## config.mk

```make
export PLATFORM = sky130hd
export DESIGN_NAME = src_serial_port
export DESIGN_NICKNAME = d
export VERILOG_FILES = /design/src/verilog/src_port_pkg.sv /design/src/verilog/pair_fifo.sv /design/src/verilog/src_serial_port.sv
export SDC_FILE = /design/constraint.sdc
export NUM_CORES = 1
export LEC_CHECK = 0
export BUFFER_PORTS_ARGS = -buffer_cell sky130_fd_sc_hd__buf_2
export CORE_MARGIN = 5
export CORE_UTILIZATION = 35
export CTS_CLUSTER_DIAMETER = 40
export DETAILED_ROUTE_END_ITERATION = 16
export GPL_TIMING_DRIVEN = 1
export MAX_ROUTING_LAYER = met4
export PLACE_DENSITY = 0.61
export SLEW_MARGIN = 20
export SYNTH_ARGS = -nofsm -noshare
export SYNTH_HDL_FRONTEND = slang
export SYNTH_SLANG_ARGS = --single-unit
```

## constraint.sdc

```tcl
create_clock -name clk_sys -period 8.35 [get_ports clk_sys]
set_input_delay 1.2525 -clock clk_sys [delete_from_list [all_inputs] [get_ports clk_sys]]
set_output_delay 1.2525 -clock clk_sys [all_outputs]
set_load 0.02 [all_outputs]
```

## src/verilog/src_port_pkg.sv

```systemverilog
package src_port_pkg;
	localparam int CLK_PERIOD_NS  = 10;
	localparam int SAMPLE_W       = 24;
	localparam int RATIO_W        = 8;
	localparam int FRAME_BITS     = 64;
	localparam int SUB_BITS       = 32;
	localparam int MCLK_768       = 768;
	localparam int MCLK_512       = 512;
	localparam int MCLK_256       = 256;
	localparam int BIT_DIV_768    = MCLK_768 / FRAME_BITS;
	localparam int BIT_DIV_512    = MCLK_512 / FRAME_BITS;
	localparam int BIT_DIV_256    = MCLK_256 / FRAME_BITS;
	localparam int STARTUP_CYCLES = 1024;
	localparam logic [15:0] LFSR_SEED = 16'hace1;
	localparam logic [2:0] IFMT_LJ  = 3'h0;
	localparam logic [2:0] IFMT_I2S = 3'h1;
	localparam logic [1:0] OFMT_I2S = 2'h1;
	localparam logic [1:0] OFMT_TDM = 2'h2;
	localparam logic [1:0] OFMT_RJ  = 2'h3;
	localparam logic [2:0] ROLE_MP  = 3'h4;
	localparam logic [4:0] W_16 = 5'd16;
	localparam logic [4:0] W_18 = 5'd18;
	localparam logic [4:0] W_20 = 5'd20;
	localparam logic [4:0] W_24 = 5'd24;

	typedef struct packed {
		logic [SAMPLE_W-1:0] left;
		logic [SAMPLE_W-1:0] right;
	} stereo_t;

	typedef struct packed {
		logic bclk;
		logic lrclk;
	} pclk_t;

	typedef struct packed {
		logic       in_m;
		logic       out_m;
		logic       mp_slave;
		logic [1:0] mult;
	} role_t;

	// role pins to port roles; encoding never yields two masters
	function automatic role_t decode_role(input logic [2:0] c);
		role_t r;
		r.out_m    = !c[2] && (c[1:0] != 2'h0);
		r.in_m     = c[2] && (c[1:0] != 2'h0);
		r.mp_slave = (c == ROLE_MP);
		r.mult     = c[1:0];
		return r;
	endfunction
endpackage

```

## src/verilog/pair_fifo.sv

```systemverilog
`timescale 1ns/10ps
module pair_fifo
	import src_port_pkg::*;
(
	input  wire logic    clk_sys,
	input  wire logic    rstn,
	input  wire logic    in_valid,
	output logic         in_ready,
	input  wire stereo_t in_data,
	output logic         out_valid,
	input  wire logic    out_ready,
	output stereo_t      out_data
);
	stereo_t    mem_q [2];
	logic       wr_q;
	logic       rd_q;
	logic [1:0] cnt_q;
	logic       push;
	logic       pop;

	// two-entry ring, full and empty from the fill count
	assign in_ready  = (cnt_q != 2'd2);
	assign out_valid = (cnt_q != 2'd0);
	assign out_data  = mem_q[rd_q];
	assign push      = in_valid && in_ready;
	assign pop       = out_valid && out_ready;

	// storage write
	always_ff @(posedge clk_sys or negedge rstn) begin
		if (!rstn) begin
			mem_q[0] <= '0;
			mem_q[1] <= '0;
		end else if (push) begin
			mem_q[wr_q] <= in_data;
		end
	end

	// pointers and count
	always_ff @(posedge clk_sys or negedge rstn) begin
		if (!rstn) begin
			wr_q  <= 1'b0;
			rd_q  <= 1'b0;
			cnt_q <= 2'd0;
		end else begin
			if (push)
				wr_q <= !wr_q;
			if (pop)
				rd_q <= !rd_q;
			cnt_q <= 2'(cnt_q + {1'b0, push} - {1'b0, pop});
		end
	end
endmodule

```

## src/verilog/src_serial_port.sv

```systemverilog
`timescale 1ns/10ps
module src_serial_port
	import src_port_pkg::*;
(
	input  wire logic         clk_sys,
	input  wire logic         rstn,
	input  wire logic [2:0]   input_format_select,
	input  wire logic [1:0]   output_format_select,
	input  wire logic [1:0]   output_width_select,
	input  wire logic [2:0]   port_clock_role_select,
	input  wire logic         bypass,
	input  wire logic         pack16,
	input  wire pclk_t        in_clk_i,
	output pclk_t             in_clk_o,
	output pclk_t             in_clk_oe,
	input  wire logic         in_data,
	input  wire pclk_t        out_clk_i,
	output pclk_t             out_clk_o,
	output pclk_t             out_clk_oe,
	input  wire logic         tdm_in,
	output logic              serial_data_out,
	output logic              serial_data_out_oe,
	input  wire stereo_t      conv_pair,
	input  wire logic         conv_valid,
	output logic              conv_ready,
	input  wire logic [7:0]   own_ratio,
	output stereo_t           in_pair,
	output logic              in_pair_valid,
	output logic [7:0]        ratio_used
);
	// width of output word from select pins
	function automatic logic [4:0] out_width(input logic [1:0] s);
		unique case (s)
			2'h0: return W_24;
			2'h1: return W_20;
			2'h2: return W_18;
			default: return W_16;
		endcase
	endfunction

	// dither into discarded bits, left undithered where the sum would wrap
	function automatic logic [23:0] shape(input logic [23:0] s, input logic [4:0] w,
			input logic [7:0] rnd, input logic dith);
		logic [23:0] keep;
		logic [24:0] sum;
		keep = ~(24'hff_ffff >> w);
		sum  = {s[23], s} + {17'h0_0000, rnd & ~keep[7:0]};
		if (!dith || (sum[24] != sum[23]))
			sum = {s[23], s};
		return sum[23:0] & keep;
	endfunction

	// one channel subframe, ratio low for LJ/I2S/TDM, high for RJ
	function automatic logic [31:0] subframe(input logic [23:0] s, input logic [7:0] r,
			input logic rj, input logic [4:0] w);
		logic [23:0] rs;
		rs = 24'($signed(s) >>> (5'd24 - w));
		return rj ? {r, rs} : {s, r};
	endfunction

	role_t       role;
	logic        ofmt_i2s;
	logic        ofmt_tdm;
	logic        ofmt_rj;
	logic        ifmt_i2s;
	logic        ifmt_rj;
	logic        m_i2s;
	logic        m_tdm;
	logic [4:0]  per;
	logic [5:0]  fmask;
	logic [4:0]  wout;
	logic        dither_on;

	assign role      = decode_role(port_clock_role_select);
	assign ofmt_i2s  = (output_format_select == OFMT_I2S);
	assign ofmt_tdm  = (output_format_select == OFMT_TDM);
	assign ofmt_rj   = (output_format_select == OFMT_RJ);
	assign ifmt_i2s  = (input_format_select == IFMT_I2S);
	assign ifmt_rj   = input_format_select[2];
	assign m_i2s     = role.in_m ? ifmt_i2s : ofmt_i2s;
	assign m_tdm     = role.out_m && ofmt_tdm;
	assign wout      = out_width(output_width_select);
	assign dither_on = !bypass && (wout != W_24);
	assign fmask     = pack16 ? 6'h1f : 6'h3f;

	// bit period in master clocks, doubled for 32-clock frames
	always_comb begin
		unique case (role.mult)
			2'h1: per = 5'(BIT_DIV_768);
			2'h2: per = 5'(BIT_DIV_512);
			default: per = 5'(BIT_DIV_256);
		endcase
		if (pack16)
			per = {per[3:0], 1'b0};
	end

	// pin synchronisers: in bclk, in lr, in data, out bclk, out lr, chain in
	logic [5:0] s1_q;
	logic [5:0] s2_q;
	logic [5:0] s3_q;
	always_ff @(posedge clk_sys or negedge rstn) begin
		if (!rstn) begin
			s1_q <= 6'h00;
			s2_q <= 6'h00;
			s3_q <= 6'h00;
		end else begin
			s1_q <= {in_clk_i.bclk, in_clk_i.lrclk, in_data,
				out_clk_i.bclk, out_clk_i.lrclk, tdm_in};
			s2_q <= s1_q;
			s3_q <= s2_q;
		end
	end

	// startup delay before master clock pins drive
	logic [10:0] start_cnt_q;
	logic        clk_live_q;
	always_ff @(posedge clk_sys or negedge rstn) begin
		if (!rstn) begin
			start_cnt_q <= 11'h000;
			clk_live_q  <= 1'b0;
		end else if (!clk_live_q) begin
			start_cnt_q <= 11'(start_cnt_q + 11'd1);
			clk_live_q  <= (start_cnt_q == 11'(STARTUP_CYCLES - 1));
		end
	end

	// master clock divider shared by whichever port is master
	logic [4:0] sub_q;
	logic [5:0] bit_q;
	logic       gen_bclk_q;
	logic       gen_lr_q;
	logic       gen_fall;
	logic       gen_rise;
	logic [5:0] nbit;
	logic [5:0] lbit;
	logic       gen_lr_d;
	assign gen_fall = (sub_q == 5'(per - 5'd1));
	assign gen_rise = (sub_q == 5'((per >> 1) - 5'd1));
	assign nbit     = 6'(bit_q + 6'd1) & fmask;
	assign lbit     = m_i2s ? (6'(nbit + 6'd1) & fmask) : nbit;
	assign gen_lr_d = m_tdm ? (nbit == 6'h00)
		: ((lbit < 6'((fmask >> 1) + 6'd1)) ^ m_i2s);

	always_ff @(posedge clk_sys or negedge rstn) begin
		if (!rstn) begin
			sub_q      <= 5'h00;
			bit_q      <= 6'h00;
			gen_bclk_q <= 1'b0;
			gen_lr_q   <= 1'b0;
		end else if (gen_fall) begin
			sub_q      <= 5'h00;
			bit_q      <= nbit;
			gen_bclk_q <= 1'b0;
			gen_lr_q   <= gen_lr_d;
		end else begin
			sub_q <= 5'(sub_q + 5'd1);
			if (gen_rise)
				gen_bclk_q <= 1'b1;
		end
	end

	// clock pins: driven only by the master port once live
	assign in_clk_o  = '{bclk: gen_bclk_q, lrclk: gen_lr_q};
	assign out_clk_o = '{bclk: gen_bclk_q, lrclk: gen_lr_q};
	assign in_clk_oe = {2{clk_live_q && role.in_m}};
	assign out_clk_oe = {2{clk_live_q && role.out_m}};

	// port-side events: generated or from synchronised pins
	logic in_rise;
	logic in_lr;
	logic in_bit;
	logic out_fall;
	logic out_lr;
	logic chain_bit;
	assign in_rise   = role.in_m ? gen_rise : (s2_q[5] && !s3_q[5]);
	assign in_lr     = role.in_m ? gen_lr_q : s2_q[4];
	assign in_bit    = s2_q[3];
	assign out_fall  = role.out_m ? gen_fall : (!s2_q[2] && s3_q[2]);
	assign out_lr    = role.out_m ? gen_lr_d : s2_q[1];
	assign chain_bit = s2_q[0];

	// input receiver: left-align whatever arrived in the channel
	logic [23:0] acc_q;
	logic [4:0]  n_q;
	logic        in_lr_last_q;
	logic [23:0] left_q;
	logic [23:0] fin_acc;
	logic [4:0]  fin_n;
	logic [4:0]  rjw;
	logic [23:0] aligned;
	always_comb begin
		fin_acc = (ifmt_i2s && n_q != W_24) ? {acc_q[22:0], in_bit} : acc_q;
		fin_n   = (ifmt_i2s && n_q != W_24) ? 5'(n_q + 5'd1) : n_q;
		unique case (input_format_select[1:0])
			2'h0: rjw = W_16;
			2'h1: rjw = W_18;
			2'h2: rjw = W_20;
			default: rjw = W_24;
		endcase
		aligned = fin_acc << (ifmt_rj ? 5'(W_24 - rjw) : 5'(W_24 - fin_n));
	end

	always_ff @(posedge clk_sys or negedge rstn) begin
		if (!rstn) begin
			acc_q         <= 24'h00_0000;
			n_q           <= 5'h00;
			in_lr_last_q  <= 1'b0;
			left_q        <= 24'h00_0000;
			in_pair       <= '0;
			in_pair_valid <= 1'b0;
		end else begin
			in_pair_valid <= 1'b0;
			if (in_rise) begin
				in_lr_last_q <= in_lr;
				if (in_lr != in_lr_last_q) begin
					if (in_lr_last_q ^ ifmt_i2s) begin
						left_q <= aligned;
					end else begin
						in_pair       <= '{left: left_q, right: aligned};
						in_pair_valid <= 1'b1;
					end
					acc_q <= ifmt_i2s ? 24'h00_0000 : {23'h00_0000, in_bit};
					n_q   <= ifmt_i2s ? 5'h00 : 5'h01;
				end else if (ifmt_rj || n_q != W_24) begin
					acc_q <= {acc_q[22:0], in_bit};
					n_q   <= (n_q != W_24) ? 5'(n_q + 5'd1) : n_q;
				end
			end
		end
	end

	// two-entry buffer between sample source and output shifter
	stereo_t src_pair;
	logic    src_valid;
	logic    src_ready;
	stereo_t f_pair;
	logic    f_valid;
	logic    load_ev;
	assign src_pair   = bypass ? in_pair : conv_pair;
	assign src_valid  = bypass ? in_pair_valid : conv_valid;
	assign conv_ready = src_ready && !bypass;

	pair_fifo u_buf (
		.clk_sys   (clk_sys),
		.rstn      (rstn),
		.in_valid  (src_valid),
		.in_ready  (src_ready),
		.in_data   (src_pair),
		.out_valid (f_valid),
		.out_ready (load_ev),
		.out_data  (f_pair)
	);

	// frame start at an output bit clock fall with the frame edge
	logic out_lr_prev_q;
	logic o_i2s;
	assign o_i2s   = ofmt_i2s && !pack16 ? 1'b1 : ofmt_i2s;
	assign load_ev = out_fall && (out_lr ^ o_i2s) && !(out_lr_prev_q ^ o_i2s);

	// dither source
	logic [15:0] lfsr_q;
	always_ff @(posedge clk_sys or negedge rstn) begin
		if (!rstn)
			lfsr_q <= LFSR_SEED;
		else
			lfsr_q <= {lfsr_q[14:0], lfsr_q[15] ^ lfsr_q[13] ^ lfsr_q[12] ^ lfsr_q[10]};
	end

	// frame image for the selected format
	stereo_t     hold_q;
	stereo_t     cur;
	logic [7:0]  ratio_tx;
	logic [7:0]  rx_ratio;
	logic [23:0] l_sh;
	logic [23:0] r_sh;
	logic [63:0] image;
	logic [63:0] shreg_q;
	assign cur      = f_valid ? f_pair : hold_q;
	assign ratio_tx = role.mp_slave ? ratio_used : own_ratio;
	assign l_sh     = shape(cur.left, wout, lfsr_q[7:0], dither_on);
	assign r_sh     = shape(cur.right, wout, lfsr_q[15:8], dither_on);
	always_comb begin
		if (pack16)
			image = {l_sh[23:8], r_sh[23:8], 32'h0000_0000};
		else
			image = {subframe(l_sh, ratio_tx, ofmt_rj, wout),
				subframe(r_sh, ratio_tx, ofmt_rj, wout)};
		if (ofmt_i2s)
			image = image >> 1;
	end
	assign rx_ratio = ofmt_rj ? shreg_q[63:56]
		: (ofmt_i2s ? shreg_q[38:31] : shreg_q[39:32]);

	// output shifter: parallel load at frame start, else chain shift
	always_ff @(posedge clk_sys or negedge rstn) begin
		if (!rstn) begin
			shreg_q       <= 64'h0000_0000_0000_0000;
			out_lr_prev_q <= 1'b0;
			hold_q        <= '0;
		end else if (out_fall) begin
			out_lr_prev_q <= out_lr;
			if (load_ev) begin
				shreg_q <= image;
				hold_q  <= cur;
			end else begin
				shreg_q <= {shreg_q[62:0], chain_bit};
			end
		end
	end
	assign serial_data_out = shreg_q[63];

	// matched-phase ratio taken from the chain at each frame
	always_ff @(posedge clk_sys or negedge rstn) begin
		if (!rstn)
			ratio_used <= 8'h00;
		else if (!role.mp_slave)
			ratio_used <= own_ratio;
		else if (load_ev)
			ratio_used <= rx_ratio;
	end

	// data pin released during reset, driven afterwards
	always_ff @(posedge clk_sys or negedge rstn) begin
		if (!rstn)
			serial_data_out_oe <= 1'b0;
		else
			serial_data_out_oe <= 1'b1;
	end
endmodule
```

==> results.toml <==
[synth]
synth-seq-cells = 380
yosys.area_share.simple_pct = 17.0
synth_edf_count = 0
synth_top_family_by_area = "compound AO/OA/AOI/OAI gates"
yosys_warnings = 0
synth-xor-area-share_pct = 2.38
syn-num-nets = 2898
synth_top_area_cell = "dfrtp_1"
syn_avg_cell_area_um2 = 8.59
ys.flop_type = "dfrtp_1"
synth_cells = 2784
ys_seq_area_share_pct = 39.8
synth_compound_area_share_pct = 24.4
async_flop_share_pct = 100
synth_cell_types = 94
synthAdderAreaFrac_pct = 2.00
ys_top_cells_by_count = "372 x dfrtp_1, 371 x nand2_1, 280 x nor2_1"
syn_area_um2 = 23900
synthTopCellsByArea = "dfrtp_1 39%, mux2i_1 6.4%, nand2_1 5.8%"
synth_top_area_share_pct = 38.9
muxShareOfSynthArea_pct = 9.80
yosysMostFrequentCell = "dfrtp_1"

[cts]
cts_hold_buf = 0
h-tree-depth = 3
cts_made_buffers = 73
clk_latency_ps = 620
post_cts_resized = 0
clkSlewWorstSetupHoldPaths_ps = 50
root_buffer = "clkbuf_16"
cts.sink_count = 380
cts_setup_buffers = 0
cts_tree = "built"
clockBufferDepth = 3

[worst_hold_path]
hold_path_class = "reg -> reg"
min_from = "s1_q[3]"

[layout]
num_antenna_cells = 0
fin_area_um2 = 28000
drive_above_1_share_pct = 15.6
final_nets = 2963
area_growth_pct = 17.2
fin_util_pct = 41.5

[route]
vias = 21800
antenna_left = 0
wire_per_inst_um = 20.9
first_iter_violations = 2223
drc_errors = 0
routed_wl_mm = 79.1
routed_via_density = 5.77
first_pass_iters = 8

[run_status]
status = "finished, final reports clean"

[critical_path]
endpoint_kind = "register"
cp_max_fo = 20
critical_path_class = "in -> reg"
worst_ep_required_time_ps = 8840
cp-startpoint = "output_width_select[0]"
worstPathArrival_ps = 6460
startpoint_type = "primary input"
worstReg2RegStart = "u_buf.cnt_q[1]"

[floorplanning]
dieHeight_um = 271
start_util_pct = 35.4
die_x_um = 271
die_area_um2 = 73600
ios = 145
num_rows = 95
core_area_um2 = 67500

[placement]
placed_area_um2 = 25300
pre_cts_slack_ps = 1940
numPortBuffers = 144
gp_congestion = 1.02
post-dp-hpwl_mm = 56.1

[job]
cap_viol_max_count = 0

[global_route]
grt_pass1_vias = 21100
grt_pass1_wl_mm = 125
grt_max_degree = 149
track_usage_pct = 21.6
antenna_found_initial = 1
grt-ovfl-total = 0

[timing]
hold_viol = 0
rsz0062_at_grt = "no"
relSlewSlack_pct = 27.8
finalCriticalPeriod_ps = 5980
drv_slew = 0
setup_ws_ps = 2370
tightest_slew_ps = 1070
setup_violations = 0
setup_tns_ps = 0
layout_worst_path_cycle_share_pct = 71.6
final.setup_skew_ps = 30.8
max_clock_freq_ghz = 0.167

[power]
leakage_nw = 12.3
vdd_drop_max_mv = 0.166
power.density_nw_per_um2 = 392
[worst paths after layout]
| check | cells past startpoint | to | slack [ps] |
|---|---|---|---|
| max | 17 | shreg_q[13] | 2370 |
| min | 0 | s2_q[3] | 350 |
| max reg2reg | 16 | shreg_q[13] | 2650 |
| min reg2reg | 0 | s2_q[3] | 350 |
| max in group asynchronous | 2 | u_buf.rd_q | 6190 |
| min in group asynchronous | 1 | ratio_used[7] | 700 |
[per-layer routing]
metal  global-route usage [%]  up-vias  share of wire, %
met5                        -        -                 0
met4                     8.65        0               4.1
met3                     3.50      222               6.3
met2                     33.8      878                46
met1                     28.1    10400                43
li1                         -    10300                 -
[cells in the final DEF (no fill, tap or decap), types with 9 or more instances in the layout]
cell / n
clkbuf_8: 11
o211ai_1: 21
clkbuf_16: 76
o21ai_1: 11
nand4_1: 11
a2bb2oi_1: 9
nand3_1: 38
buf_2: 143
a31oi_1: 21
a21oi_1: 221
nor4_1: 17
xor2_1: 31
nor2_1: 276
and3_1: 15
or2_2: 10
o221ai_1: 19
nand2b_1: 10
mux2i_1: 153
xnor2_1: 30
inv_6: 12
dfrtp_1: 371
a221oi_1: 13
ha_1: 34
o22ai_1: 19
nor2b_1: 15
nor3_1: 80
or3_1: 18
buf_4: 46
a21o_1: 36
a21boi_0: 10
a211oi_1: 35
nand2_1: 370
mux2_2: 58
bufinv_16: 10
o31ai_1: 43
and2_1: 17
o22a_1: 35
o21a_1: 24
inv_1: 56
o21ai_0: 265
[layout make-up]
type	instances	area [um^2]
Clock buffer	91	2070
Sequential cell	380	9520
Fill cell	6759	39500
Inverter	59	221
Timing Repair Buffer	193	1140
Tap cell	873	1090
Clock inverter	43	608
Multi-Input combinational cell	2142	13400
[metrics by stage]
stage,hold WS [ps],std cells,total power [W]
4_1_cts,350,3781,0.0110
5_1_grt,351,3781,0.0116
3_5_place_dp,338,3647,0.00773
6_report,348,3781,0.0110
2_1_floorplan,331,2784,0.00620
3_3_place_gp,333,3647,0.00770
[cells by family after synthesis]
family          count (synthesis)
flops                         380
compound gates                907
fa+ha+maj                      37
xor+xnor                       64
simple gates                  914
mux                           219
other cells                     1
buf+inv                       262
[state kept, by name, indices dropped and copies added (netlist names), 2 cells and up]
register	flops
bit_q	6
u_buf.mem_q	96
s2_q	6
s3_q	2
lfsr_q	16
u_buf.cnt_q	2
start_cnt_q	11
s1_q	6
ratio_used	8
acc_q	24
shreg_q	64
hold_q	48
in_pair	48
left_q	24
n_q	5
sub_q	5
[power by group]
| group | switching [W] | total, W | internal, W |
|---|---|---|---|
| Sequential | 0.000493 | 0.00300 | 0.00250 |
| Clock | 0.00108 | 0.00318 | 0.00210 |
| Combinational | 0.00318 | 0.00482 | 0.00164 |
| Total | 0.00475 | 0.0110 | 0.00624 |
[worst max-delay path: stages]
cell      delay [ps]
buf_2            120
inv_1             60
ha_1             220
buf_4            210
nor2_1           710
and2_1           230
ha_1             170
o211ai_1         100
o21ai_1          350
o22ai_1          370
nor4_1           560
mux2_2           410
o21ai_0          720
a31oi_1          270
a211oi_1         410
a21oi_1          130
o22a_1           170
Note: power is estimated with default switching activity, not from simulation.
